[src/hdl/usrx_pkg.sv]
/*
 * Shared types and constants of the serial receive path: mode codes,
 * frame options, oversampling points and the buffer entry layout.
 * Assumes nothing of its surroundings; compiled before all users.
 */
package usrx_pkg;

	// Operating mode field codes
	localparam logic [1:0] USRX_MODE_UART = 2'h0;
	localparam logic [1:0] USRX_MODE_SYNC = 2'h1;
	localparam logic [1:0] USRX_MODE_RSVD = 2'h2;
	localparam logic [1:0] USRX_MODE_SPI = 2'h3;

	// Character length field codes
	localparam logic [2:0] USRX_LEN_5 = 3'h0;
	localparam logic [2:0] USRX_LEN_6 = 3'h1;
	localparam logic [2:0] USRX_LEN_7 = 3'h2;
	localparam logic [2:0] USRX_LEN_8 = 3'h3;
	localparam logic [2:0] USRX_LEN_9 = 3'h7;

	// Parity mode field: upper bit enables, lower bit selects odd
	localparam int USRX_PAR_EN_BIT = 1;
	localparam int USRX_PAR_ODD_BIT = 0;

	// Oversampling points, normal (16x) and double speed (8x)
	localparam logic [3:0] USRX_N_LO = 4'h8;
	localparam logic [3:0] USRX_N_HI = 4'hA;
	localparam logic [3:0] USRX_N_LAST = 4'h0;
	localparam logic [3:0] USRX_D_LO = 4'h4;
	localparam logic [3:0] USRX_D_HI = 4'h6;
	localparam logic [3:0] USRX_D_LAST = 4'h8;
	localparam logic [3:0] USRX_FIRST_SAMPLE = 4'h1;

	// Buffer depth and bit positions
	localparam logic [1:0] USRX_DEPTH = 2'h2;
	localparam int USRX_NINTH_POS = 8;

	// Configuration bits from the control registers
	typedef struct packed {
		logic enable;      // receiver enable bit
		logic dbl;         // double speed select
		logic [1:0] mode;  // operating mode field
		logic [2:0] len;   // char length field
		logic [1:0] par;   // parity mode field
		logic irq_en;      // receive done irq enable
		logic gie;         // global interrupt enable
		logic master;      // master mode in SPI
		logic ss_ctrl;     // select pin control bit
	} usrx_cfg_s;

	// One receive buffer entry
	typedef struct packed {
		logic ninth;
		logic fe;
		logic pe;
		logic [7:0] data;
	} usrx_entry_s;

	// Status seen by software, oldest unread entry
	typedef struct packed {
		logic receive_complete_flag;
		logic overrun_flag;
		usrx_entry_s head;
	} usrx_stat_s;

	typedef enum logic [2:0] {
		USRX_IDLE = 3'b000,
		USRX_START = 3'b001,
		USRX_DATA = 3'b010,
		USRX_PARITY = 3'b011,
		USRX_STOP = 3'b100
	} usrx_state_e;

endpackage : usrx_pkg

[src/hdl/usrx_receiver.sv]
/*
 * Asynchronous serial receive path with 16x/8x oversampling, majority
 * voting, parity and stop checks, a two-entry buffer, and the SPI pin
 * role outputs. Assumes sample_tick_i is a one-cycle pulse from the baud
 * generator on clk_sys_i at the oversampling rate.
 */
// Functional notes
// RULE1: Receiver runs only while the receiver enable bit is set.
// RULE2: Frame starts only on a valid low start bit; bits shift in.
// RULE3: Only the first stop bit is used; then search for start again.
// RULE4: At the first stop bit the frame moves into the buffer.
// RULE5: With nine data bits, the ninth goes to the ninth-bit position.
// RULE6: Software reads ninth bit and error flags before the data.
// RULE7: Buffer holds two entries, each with its own error flags.
// RULE8: Receive complete is high exactly while the buffer holds data; the registered flag trails the buffer by one cycle.
// RULE9: Interrupt follows receive complete when both enables are set.
// RULE10: Disable stops at once, flushes buffer, releases the pin.
// RULE11: Framing error is 0 for a high stop bit, 1 for low.
// RULE12: Full buffer plus a new frame sets overrun; frame is lost.
// RULE13: Reading the buffer frees room and clears overrun.
// RULE14: With parity on, a parity mismatch marks a parity error.
// RULE15: Parity error reads zero while parity is disabled.
// RULE16: Oversample 16x normally, 8x in double speed.
// RULE17: Start validated by samples 8-10 or 4-6; then resync.
// RULE18: Resynchronisation happens at every start bit.
// RULE19: Data and parity bits use the same three-sample majority.
// RULE20: Stop bit accepted by two of three high; then idle.
// RULE21: In SPI, select pin is slave input or master output.
// RULE22: In SPI the input pin is MISO and the output pin MOSI.
// RULE23: Mode field: 00 UART, 01 synchronous, 11 SPI, 10 reserved.
// RULE24: Double speed select applies in UART mode only.
// RULE25: Reading data pops the oldest entry and updates the flags.
`timescale 1ns/1ps
`default_nettype none

module usrx_receiver
	import usrx_pkg::*;
(
	input wire logic clk_sys_i,              // System clock, 40 MHz
	input wire logic rst_i,                  // Async reset, high
	input wire usrx_pkg::usrx_cfg_s cfg_i,   // Control register bits
	input wire logic sample_tick_i,          // Oversampling tick
	input wire logic rx_pin_i,               // Serial input pin
	input wire logic ss_n_pin_i,             // Select pin input level
	input wire logic ss_level_i,             // Select level to drive
	input wire logic data_read_i,            // Data register read pulse
	output usrx_pkg::usrx_stat_s stat_o,     // Status and oldest entry
	output logic rx_irq_o,                   // Receive done request
	output logic rx_pin_claimed_o,           // Input pin in use
	output logic miso_role_o,                // Input pin acts as MISO
	output logic mosi_role_o,                // Output pin acts as MOSI
	output logic ss_selected_o,              // Slave selected, SPI
	output logic ss_out_o,                   // Select pin output value
	output logic ss_oe_n_o                   // Select pin enable, low
);
	import usrx_pkg::*;

	// Majority of three samples
	function automatic logic maj3(input logic a, input logic b,
		input logic c);
		maj3 = (a & b) | (a & c) | (b & c);
	endfunction : maj3

	// Index of the last data bit for a length code
	function automatic logic [3:0] last_bit(input logic [2:0] len);
		case (len)
			USRX_LEN_5: last_bit = 4'h4;
			USRX_LEN_6: last_bit = 4'h5;
			USRX_LEN_7: last_bit = 4'h6;
			USRX_LEN_9: last_bit = 4'h8;
			default: last_bit = 4'h7;
		endcase
	endfunction : last_bit

	// Mask of valid data bits for a length code
	function automatic logic [8:0] bit_mask(input logic [2:0] len);
		bit_mask = 9'h1FF >> (4'h8 - last_bit(len));
	endfunction : bit_mask

	logic rx_meta, rx_s, rx_prev, ss_meta, ss_s;
	usrx_state_e state;
	logic [3:0] smp_cnt, bit_idx;
	logic [1:0] votes;
	logic [8:0] shreg;
	logic par_err, overrun;
	logic run, dbl, vote, decide, bit_end, frame_done, store, pop;
	logic [3:0] lo, hi, last;
	logic [1:0] buf_count;
	logic buf_full, par_on;
	usrx_entry_s head, new_entry;

	// Double speed only counts in UART mode
	assign run = cfg_i.enable && cfg_i.mode == USRX_MODE_UART; // see RULE1
	assign dbl = cfg_i.dbl && cfg_i.mode == USRX_MODE_UART; // see RULE24
	assign lo = dbl ? USRX_D_LO : USRX_N_LO; // see RULE16
	assign hi = dbl ? USRX_D_HI : USRX_N_HI;
	assign last = dbl ? USRX_D_LAST : USRX_N_LAST;
	assign par_on = cfg_i.par[USRX_PAR_EN_BIT];

	// Vote of samples lo, lo+1 and the current one at hi
	assign vote = maj3(votes[1], votes[0], rx_s); // see RULE19
	assign decide = sample_tick_i && smp_cnt == hi && state != USRX_IDLE;
	assign bit_end = sample_tick_i && smp_cnt == last;
	assign frame_done = decide && state == USRX_STOP; // see RULE4
	assign buf_full = buf_count == USRX_DEPTH;
	assign pop = data_read_i && buf_count != 2'h0; // see RULE25
	// A read in the same cycle makes room for the frame
	assign store = frame_done && (!buf_full || pop); // see RULE12

	// Two-flop synchronisers for the pins
	always_ff @(posedge clk_sys_i or posedge rst_i)
	begin
		if (rst_i)
		begin
			rx_meta <= 1'b1;
			rx_s <= 1'b1;
			ss_meta <= 1'b1;
			ss_s <= 1'b1;
		end
		else
		begin
			rx_meta <= rx_pin_i;
			rx_s <= rx_meta;
			ss_meta <= ss_n_pin_i;
			ss_s <= ss_meta;
		end
	end

	// Line level at the previous tick, for edge search
	always_ff @(posedge clk_sys_i or posedge rst_i)
	begin
		if (rst_i)
			rx_prev <= 1'b1;
		else if (!run)
			rx_prev <= 1'b1;
		else if (sample_tick_i)
			rx_prev <= rx_s;
	end

	// Frame sequencer; disable drops any frame in flight
	always_ff @(posedge clk_sys_i or posedge rst_i)
	begin
		if (rst_i)
			state <= USRX_IDLE;
		else if (!run)
			state <= USRX_IDLE; // see RULE10
		else
		begin
			case (state)
				USRX_IDLE:
					if (sample_tick_i && rx_prev && !rx_s)
						state <= USRX_START; // see RULE2
				USRX_START:
					if (decide)
						state <= vote ? USRX_IDLE : USRX_DATA; // see RULE17
				USRX_DATA:
					if (decide && bit_idx == last_bit(cfg_i.len))
						state <= par_on ? USRX_PARITY : USRX_STOP;
				USRX_PARITY:
					if (decide)
						state <= USRX_STOP;
				USRX_STOP:
					if (decide)
						state <= USRX_IDLE; // see RULE3
				default:
					state <= USRX_IDLE;
			endcase
		end
	end

	// Sample counter restarts at every falling edge found in idle;
	// the edge tick itself was sample one, so the next tick is two
	always_ff @(posedge clk_sys_i or posedge rst_i)
	begin
		if (rst_i)
			smp_cnt <= USRX_FIRST_SAMPLE;
		else if (state == USRX_IDLE)
			smp_cnt <= USRX_FIRST_SAMPLE + 4'h1; // see RULE18
		else if (bit_end)
			smp_cnt <= USRX_FIRST_SAMPLE;
		else if (sample_tick_i)
			smp_cnt <= smp_cnt + 4'h1;
	end

	// The two early centre samples
	always_ff @(posedge clk_sys_i or posedge rst_i)
	begin
		if (rst_i)
			votes <= 2'h3;
		else if (sample_tick_i && smp_cnt >= lo && smp_cnt < hi)
			votes <= {votes[0], rx_s};
	end

	// Data bits shift in LSB first, in arrival order
	always_ff @(posedge clk_sys_i or posedge rst_i)
	begin
		if (rst_i)
		begin
			shreg <= 9'h000;
			bit_idx <= 4'h0;
		end
		else if (state == USRX_START)
		begin
			shreg <= 9'h000;
			bit_idx <= 4'h0;
		end
		else if (decide && state == USRX_DATA)
		begin
			shreg[bit_idx] <= vote; // see RULE19
			bit_idx <= bit_idx + 4'h1;
		end
	end

	// Parity check: odd selection inverts the expected value
	always_ff @(posedge clk_sys_i or posedge rst_i)
	begin
		if (rst_i)
			par_err <= 1'b0;
		else if (state == USRX_START)
			par_err <= 1'b0;
		else if (decide && state == USRX_PARITY)
			par_err <= (^(shreg & bit_mask(cfg_i.len))) ^
				cfg_i.par[USRX_PAR_ODD_BIT] ^ vote; // see RULE14
	end

	// Entry as stored; flags travel with their data
	always_comb
	begin
		new_entry.data = shreg[7:0];
		new_entry.ninth = (cfg_i.len == USRX_LEN_9) &&
			shreg[USRX_NINTH_POS]; // see RULE5
		new_entry.fe = !vote; // see RULE11, RULE20
		new_entry.pe = par_on && par_err; // see RULE15
	end

	// Overrun: set on a loss, cleared by a read; a read never coincides with a loss
	always_ff @(posedge clk_sys_i or posedge rst_i)
	begin
		if (rst_i)
			overrun <= 1'b0;
		else if (!run)
			overrun <= 1'b0;
		else if (frame_done && !store)
			overrun <= 1'b1; // see RULE12
		else if (pop)
			overrun <= 1'b0; // see RULE13
	end

	usrx_rxbuf u_buf (
		.clk_sys_i(clk_sys_i),
		.rst_i(rst_i),
		.flush_i(!cfg_i.enable),
		.push_i(store),
		.entry_i(new_entry),
		.pop_i(pop),
		.head_o(head),
		.count_o(buf_count)
	); // see RULE7

	// Registered status; trails the buffer by one cycle
	always_ff @(posedge clk_sys_i or posedge rst_i)
	begin
		if (rst_i)
		begin
			stat_o <= '0;
			rx_irq_o <= 1'b0;
		end
		else
		begin
			stat_o.receive_complete_flag <= buf_count != 2'h0; // see RULE8
			stat_o.overrun_flag <= overrun;
			stat_o.head <= head;
			stat_o.head.pe <= head.pe && par_on; // see RULE15
			rx_irq_o <= buf_count != 2'h0 && cfg_i.irq_en &&
				cfg_i.gie; // see RULE9
		end
	end

	// Pin roles; the reserved mode claims nothing special
	always_ff @(posedge clk_sys_i or posedge rst_i)
	begin
		if (rst_i)
		begin
			rx_pin_claimed_o <= 1'b0;
			miso_role_o <= 1'b0;
			mosi_role_o <= 1'b0;
			ss_selected_o <= 1'b0;
			ss_out_o <= 1'b1;
			ss_oe_n_o <= 1'b1;
		end
		else
		begin
			rx_pin_claimed_o <= cfg_i.enable; // see RULE10
			miso_role_o <= cfg_i.mode == USRX_MODE_SPI; // see RULE22, RULE23
			mosi_role_o <= cfg_i.mode == USRX_MODE_SPI;
			ss_selected_o <= cfg_i.mode == USRX_MODE_SPI &&
				!cfg_i.master && !ss_s; // see RULE21
			ss_out_o <= ss_level_i;
			ss_oe_n_o <= !(cfg_i.mode == USRX_MODE_SPI && cfg_i.master &&
				!cfg_i.ss_ctrl); // see RULE21
		end
	end

	// Checks
	busy_needs_run_a: assert property (@(posedge clk_sys_i) // see RULE1
		disable iff (rst_i) state != USRX_IDLE |-> $past(run))
		else $error("receiver busy while disabled");

	start_reject_a: assert property (@(posedge clk_sys_i) // see RULE17
		disable iff (rst_i) (state == USRX_START && decide && vote && run)
		|=> state == USRX_IDLE)
		else $error("high start bit not rejected");

	stop_store_a: assert property (@(posedge clk_sys_i) // see RULE4
		disable iff (rst_i) (frame_done && !buf_full && run)
		|=> buf_count == $past(buf_count) + 2'h1 - {1'b0, $past(pop)})
		else $error("finished frame not stored");

	fe_vote_a: assert property (@(posedge clk_sys_i) // see RULE20
		disable iff (rst_i) (store && buf_count == 2'h0)
		|=> head.fe != $past(vote))
		else $error("framing flag does not match stop vote");

	rxc_level_a: assert property (@(posedge clk_sys_i) // see RULE8
		disable iff (rst_i) stat_o.receive_complete_flag == ($past(buf_count) != 2'h0))
		else $error("receive complete does not track buffer");

	irq_gate_a: assert property (@(posedge clk_sys_i) // see RULE9
		disable iff (rst_i) rx_irq_o |-> stat_o.receive_complete_flag &&
		$past(cfg_i.irq_en) && $past(cfg_i.gie))
		else $error("interrupt without cause");

	disable_flush_a: assert property (@(posedge clk_sys_i) // see RULE10
		disable iff (rst_i) !cfg_i.enable |=> buf_count == 2'h0 ##1
		!stat_o.receive_complete_flag)
		else $error("disable did not flush buffer");

	overrun_set_a: assert property (@(posedge clk_sys_i) // see RULE12
		disable iff (rst_i) (frame_done && buf_full && !pop && run)
		|=> overrun && buf_count == USRX_DEPTH)
		else $error("overrun not flagged");

	pe_off_a: assert property (@(posedge clk_sys_i) // see RULE15
		disable iff (rst_i) (!par_on && !$past(par_on)) |-> !stat_o.head.pe)
		else $error("parity error while parity is off");

endmodule : usrx_receiver

`default_nettype wire

[src/hdl/usrx_rxbuf.sv]
/*
 * Two-entry receive buffer. Slot zero is always the oldest entry so the
 * head is a plain register. Assumes the caller pushes only when there is
 * room or a pop happens in the same cycle.
 */
`timescale 1ns/1ps
`default_nettype none

module usrx_rxbuf
	import usrx_pkg::*;
(
	input wire logic clk_sys_i,             // System clock
	input wire logic rst_i,                 // Async reset, high
	input wire logic flush_i,               // Drop all entries
	input wire logic push_i,                // Store entry_i
	input wire usrx_pkg::usrx_entry_s entry_i, // New entry
	input wire logic pop_i,                 // Drop oldest entry
	output usrx_pkg::usrx_entry_s head_o,   // Oldest entry
	output logic [1:0] count_o              // Entries held
);
	import usrx_pkg::*;

	usrx_entry_s slot [0:1];

	assign head_o = slot[0];

	// Occupancy; a pop on an empty buffer is ignored
	always_ff @(posedge clk_sys_i or posedge rst_i)
	begin
		if (rst_i)
			count_o <= 2'h0;
		else if (flush_i)
			count_o <= 2'h0;
		else if (push_i && !(pop_i && count_o != 2'h0))
			count_o <= count_o + 2'h1;
		else if (pop_i && !push_i && count_o != 2'h0)
			count_o <= count_o - 2'h1;
	end

	// Slot moves; flushed data is cleared as well
	always_ff @(posedge clk_sys_i or posedge rst_i)
	begin
		if (rst_i)
		begin
			slot[0] <= '0;
			slot[1] <= '0;
		end
		else if (flush_i)
		begin
			slot[0] <= '0;
			slot[1] <= '0;
		end
		else if (pop_i && count_o != 2'h0)
		begin
			if (push_i && count_o == 2'h1)
				slot[0] <= entry_i;
			else
				slot[0] <= slot[1];
			if (push_i && count_o == USRX_DEPTH)
				slot[1] <= entry_i;
		end
		else if (push_i)
		begin
			if (count_o == 2'h0)
				slot[0] <= entry_i;
			else
				slot[1] <= entry_i;
		end
	end

endmodule : usrx_rxbuf

`default_nettype wire

[config.mk]
export PLATFORM = sky130hd
export DESIGN_NAME = usrx_receiver
export DESIGN_NICKNAME = d
export VERILOG_FILES = /design/src/hdl/usrx_pkg.sv /design/src/hdl/usrx_receiver.sv /design/src/hdl/usrx_rxbuf.sv
export SDC_FILE = /design/constraint.sdc
export NUM_CORES = 1
export LEC_CHECK = 0
export BUFFER_PORTS_ARGS = -buffer_cell sky130_fd_sc_hd__buf_4
export CAP_MARGIN = 20
export CORE_MARGIN = 2
export CORE_UTILIZATION = 58
export CTS_CLUSTER_DIAMETER = 100
export CTS_CLUSTER_SIZE = 12
export DETAILED_ROUTE_END_ITERATION = 6
export GPL_TIMING_DRIVEN = 1
export PLACE_DENSITY = 0.79
export SLEW_MARGIN = 20
export SYNTH_ARGS = -nofsm -noshare
export SYNTH_HDL_FRONTEND = slang
export SYNTH_SLANG_ARGS = --single-unit
[constraint.sdc]
create_clock -name clk_sys_i -period 3.3 [get_ports clk_sys_i]
set_input_delay 0.66 -clock clk_sys_i [delete_from_list [all_inputs] [get_ports clk_sys_i]]
set_output_delay 0.66 -clock clk_sys_i [all_outputs]
set_load 0.03 [all_outputs]
After elaboration in Yosys (flattened, before gate mapping)
Index checks and enable logic that the tools add are counted.

word-level totals
  register bits = 72
  word-level logic and storage cells = 175

cells by class
  add/sub/neg operators = 5
  order comparisons = 4
  equal/unequal tests = 25
  shifts and indexed selects = 1
  muxes and demuxes = 44
  bitwise logic cells = 8
  reductions and logical operators = 55

operator list
  kind                                                   number
  two-way mux 22 bit                                     3
  two-way mux 4 bit                                      12
  two-way mux 11 bit                                     4
  logical AND 1 bit                                      32
  two-way mux 3 bit                                      7
  two-way mux 9 bit                                      2
  inequality test 3 bit, second input constant           6
  case mux 4 bit (4 select lines)                        1
  case mux 3 bit (5 select lines)                        1
  == test 4 bit                                          3
  inequality test 3 x 1 -> 1 bit, second input constant  4
  bitwise AND 9 bit                                      1
  bitwise mux 9 bit                                      1
  == test 3 x 2 -> 1 bit, second input constant          3
  zero test 1 bit                                        9
  parity 9 bit                                           1
  >> shifter 9 x 4 -> 9 bit, first input constant        1
  adder 4 x 1 -> 4 bit, second input constant            2
  two-way mux 1 bit                                      8
  two-way mux 2 bit                                      4
  == test 3 x 1 -> 1 bit, second input constant          2
  == test 3 bit, second input constant                   2
  zero test 3 bit                                        2
  nonzero test 2 bit                                     3
  21 further kinds                                       28

Longest topological paths before layout
  depth after elaboration = 17
  gate-level depth with buffers = 12

Cells and area by module
Synthesis repeated with hierarchy kept, for this count alone.

second synthesis, totals
  cell total of the unflattened synthesis = 351
  area, all modules = 3,617.2 um^2

by module, submodules not included
  module         instances  cells each  area an instance (um^2)  seq. area each (um^2)
  usrx_receiver  1          220         2,351.0                  1,213.7
  usrx_rxbuf     1          131         1,266.2                  600.6

Least setup slack after synthesis
No wires, ideal clock.

  path kind = input -> register
  start point = input port cfg_i[10] in the netlist's numbering
  end point = register u_buf.slot[0] in the netlist's numbering
  setup time = 121 ps
  arrival = 2,701 ps
  data required time = 3,179 ps
  path slack = 478 ps
  cell stages on the path = 11
  path buffers = 2
  cell sequence = nor2_1 nand2_1 inv_1 ha_1 nand2_1 or4_1 buf_4 or3_4 and2_4 buf_6 a22o_1

on the way
  cells in the longest elaborated chain, start to end = 11

ends and longest elaborated chain
  element                                   line                  source
  from (decl)                               usrx_receiver.sv:41   input wire usrx_pkg::usrx_cfg_s cfg_i,
  zero test 2 bit (*)                       usrx_receiver.sv:94   assign dbl = cfg_i.dbl && cfg_i.mode == USRX_MODE_UART;
  logical AND 1 bit (*)                     usrx_receiver.sv:94
  two-way mux 4 bit (*)                     usrx_receiver.sv:96   assign hi = dbl ? USRX_D_HI : USRX_N_HI;
  == test 4 bit (*)                         usrx_receiver.sv:102  assign decide = sample_tick_i && smp_cnt == hi && state != USRX_IDLE;
  logical AND 1 bit (*) (2 in a row)        usrx_receiver.sv:102
  logical AND 1 bit (*)                     usrx_receiver.sv:104  assign frame_done = decide && state == USRX_STOP;
  logical AND 1 bit (*)                     usrx_receiver.sv:108  assign store = frame_done && (!buf_full || pop);
  logical AND 1 bit                         usrx_rxbuf.sv:59      if (push_i && count_o == USRX_DEPTH)
  inequality test 3 bit (no source line)    -
  AND reduction 3 bit (no source line) (*)  -
  to (decl)                                 usrx_rxbuf.sv:23      usrx_entry_s slot [0:1];

Every way passes the cells marked *; elsewhere a longest branch is shown, timed or not.
A chain may end at the register's enable or synchronous reset.

Final worst setup path
  start point = input port cfg_i[10] in the netlist's numbering
  end point = register u_buf.slot[10] in the netlist's numbering

The elaborated chain is that of the path after synthesis.

==> results.toml <==
[run_status]
status = "finished clean"

[clocking]
clk_pin_slew_ns = 0.08
clock_latency_ns = 0.35
numCtsBuffers = 9
cts.path.max_buffers = 2
htreeDepth = 3
cts_tree = "built"
root_buffer = "clkbuf_8"
post_cts_buffers = 0
cts.sinks = 72
hold_buffers = 0
cts_resized = 0

[setup_path]
cp-end-kind = "flip-flop"
critPathBufInv = 2
rr_worst_depth = 7
worst_ep_required_time_ns = 3.59
cp_data_arrival_time_ns = 3.01
start_kind = "primary input"
cp_common_cell = "nand2_1"
r2r_end = "u_buf.slot[10]"
r2r_slack_ns = 0.71
crit_slowest_cell = "or4_1"
r2r_start = "smp_cnt[2]"
crit_chain = "buf_4, nor2_1, nand2_1, inv_1, ha_1, nand2_1, or4_1, or3_4, nor2_2, a32o_1"
critPathMaxStageDelay_ns = 0.69
cp_top_family = "simple AND/OR/NAND/NOR gates"
path_class = "in -> reg"
critPathMaxFanout = 10

[timing]
finalWorstSetupSlack_ns = 0.583
setup_viol = 0
worstMarginPinSlew_ns = 0.859
timing.final.crit_share_pct = 82.3
final_hold_viol_count = 0
grt_setup_unrepaired = "no"
tns_ns = 0
timing.hold.ws_ns = 0.334
timing.fmax_mhz = 368
period_needed_ns = 2.72
finalMaxSlewViolations = 0
skew_ns = 0.00820
slew_headroom_pct = 42.5

[pwr]
peakVddDrop_v = 0.000390
power_density_mw_per_mm2 = 530
power.leakage_nw = 2.01

[floorplanning]
core_mm2 = 0.00582
placementRows = 28
die_y_um = 81.0
die_x_um = 81.0
die-area_mm2 = 0.00656
ioPinCount = 40
start_util_pct = 59.1

[yosys]
synth_cell_types = 54
synth_commonest_cells = "dfrtp_1 (62), nor2_1 (41), nand2_1 (27)"
synth_area_per_cell_um2 = 10.9
synth_top_cell_by_area = "dfrtp_1"
netlist.area_leader.share_pct = 45.1
synth_enable_flop_cells = 0
synth.cell_area_mm2 = 0.00344
synthCells = 316
synthMostInstantiatedCell = "dfrtp_1"
async_flop_share_pct = 100
synth.yosys.seq_area_share_pct = 52.8
ys_warn_count = 0
synth.net_count = 350
synth-main-ff-cell = "dfrtp_1"
synth-seq-cells = 72
synth_top_cells_by_area = "dfrtp_1 (45%), dfstp_2 (7.6%), mux2i_1 (6.1%)"

[grt]
grt_pass1_vias = 2439
grt_max_degree = 27
track_usage_pct = 23.0
grt_pass1_wl_um = 11300
grt_antenna_before_repair = 0
grt_overflow = 0

[route]
wl_met1_um = 3100
detail_route.iter0.violations = 113
wl_met2_um = 3010
wl_per_cell_um = 15.0
drt_drc_violations_left = 0
wl_met3_um = 363
ant_nets = 0
vias = 2413
highest_layer = "met4"
dr.pass1.iters = 4
detail_route.wirelength_um = 6570
via_per_inst = 5.51

[layout]
diodes = 0
fin_area_mm2 = 0.00406
layout-drive-gt1-share_pct = 21.8
areaGrowthSynthToFinish_pct = 18.0
fin_nets = 392

[place]
place_congestion = 0.812
place_hpwl_um = 4570
placement.io_buffers = 39
placed_area_mm2 = 0.00379
pre_cts_ws_ns = 0.229

[job]
maxCapViolations = 0

[hold_path]
hold_path.class = "in -> async"
==> registers in the layout (all words and copies together) (netlist names), 2 cells and up <==
signal / count
shreg: 9
state: 3
votes: 2
u_buf.count_o: 2
smp_cnt: 4
u_buf.slot: 11
u_buf.head_o: 11
stat_o: 13
bit_idx: 4
==> metal layers <==
metal / vias to the layer above / global-route usage (%)
met4: 0 / 9.32
met3: 8 / 6.11
met5: - / 0
met1: 1166 / 31.3
met2: 56 / 35.3
li1: 1183 / -
==> logic make-up (layout without fill, tap and decap cells) <==
family                   count (synthesis)  after routing  synth area share, %
flip-flops                              72             72                 52.8
buffers and inverters                   31             78                 4.19
AO/OA/AOI/OAI                           56             56                 12.2
AND/OR/NAND/NOR                        106            106                 14.5
multiplexers                            23             23                 6.77
XOR/XNOR                                13             13                 4.11
adder cells (fa/ha/maj)                 15             15                 5.39
==> final cells by class <==
class / count / area, um^2
inverter: 17 / 63.8
timing repair buffer: 45 / 338
multi-input combinational: 213 / 1480
fill: 454 / 1760
clock buffer: 9 / 124
tap: 75 / 93.8
clock inverter: 7 / 144
sequential: 72 / 1810
==> worst reg2reg max path: cells and delay by family (launching register included) <==
kind | cells | cell delay, ns
fa+ha+maj | 1 | 0.30
simple gates | 4 | 1.50
buf+inv | 1 | 0.10
compound gates | 1 | 0.23
flops | 1 | 0.41
==> power breakdown <==
part / leakage (nW) / total, mW / internal [mW] / switching (mW)
Sequential: 0.959 / 0.956 / 0.933 / 0.0226
Clock: 0.126 / 0.921 / 0.579 / 0.341
Combinational: 0.929 / 0.271 / 0.103 / 0.168
Total: 2.01 / 2.15 / 1.62 / 0.532
==> worst max-delay path by stage <==
stage / start / to / slack, ns / cells past startpoint
final: cfg_i[10] / u_buf.slot[10] / 0.58 / 10
after global routing: cfg_i[10] / u_buf.slot[10] / 0.42 / 10
after CTS: cfg_i[10] / u_buf.slot[10] / 0.60 / 10
after detailed placement: cfg_i[10] / u_buf.slot[10] / 0.23 / 10
after global placement: cfg_i[10] / u_buf.slot[10] / 0.32 / 10
after floorplan: cfg_i[10] / u_buf.slot[0] / 0.48 / 11
==> placed cells by master (no fill, tap or decap), types with 5 or more instances in the layout <==
cell / n
inv_1: 16
ha_1: 14
nor2b_1: 5
o21ai_0: 8
xnor2_1: 7
clkbuf_8: 9
nand2_1: 27
a211oi_1: 9
buf_4: 45
a21oi_1: 6
dfrtp_1: 62
a22o_1: 9
nor2_1: 41
dfstp_2: 10
mux2i_1: 21
nor3_1: 8
==> through the flow <==
stage	cells	util, %	total power [mW]
final	438	69.8	2.15
after global routing	438	69.8	2.23
after CTS	438	69.8	2.16
after detailed placement	422	65.1	1.24
after global placement	422	65.1	1.23
after floorplan	316	-	1.15
Power figures use the tool's default switching activity.
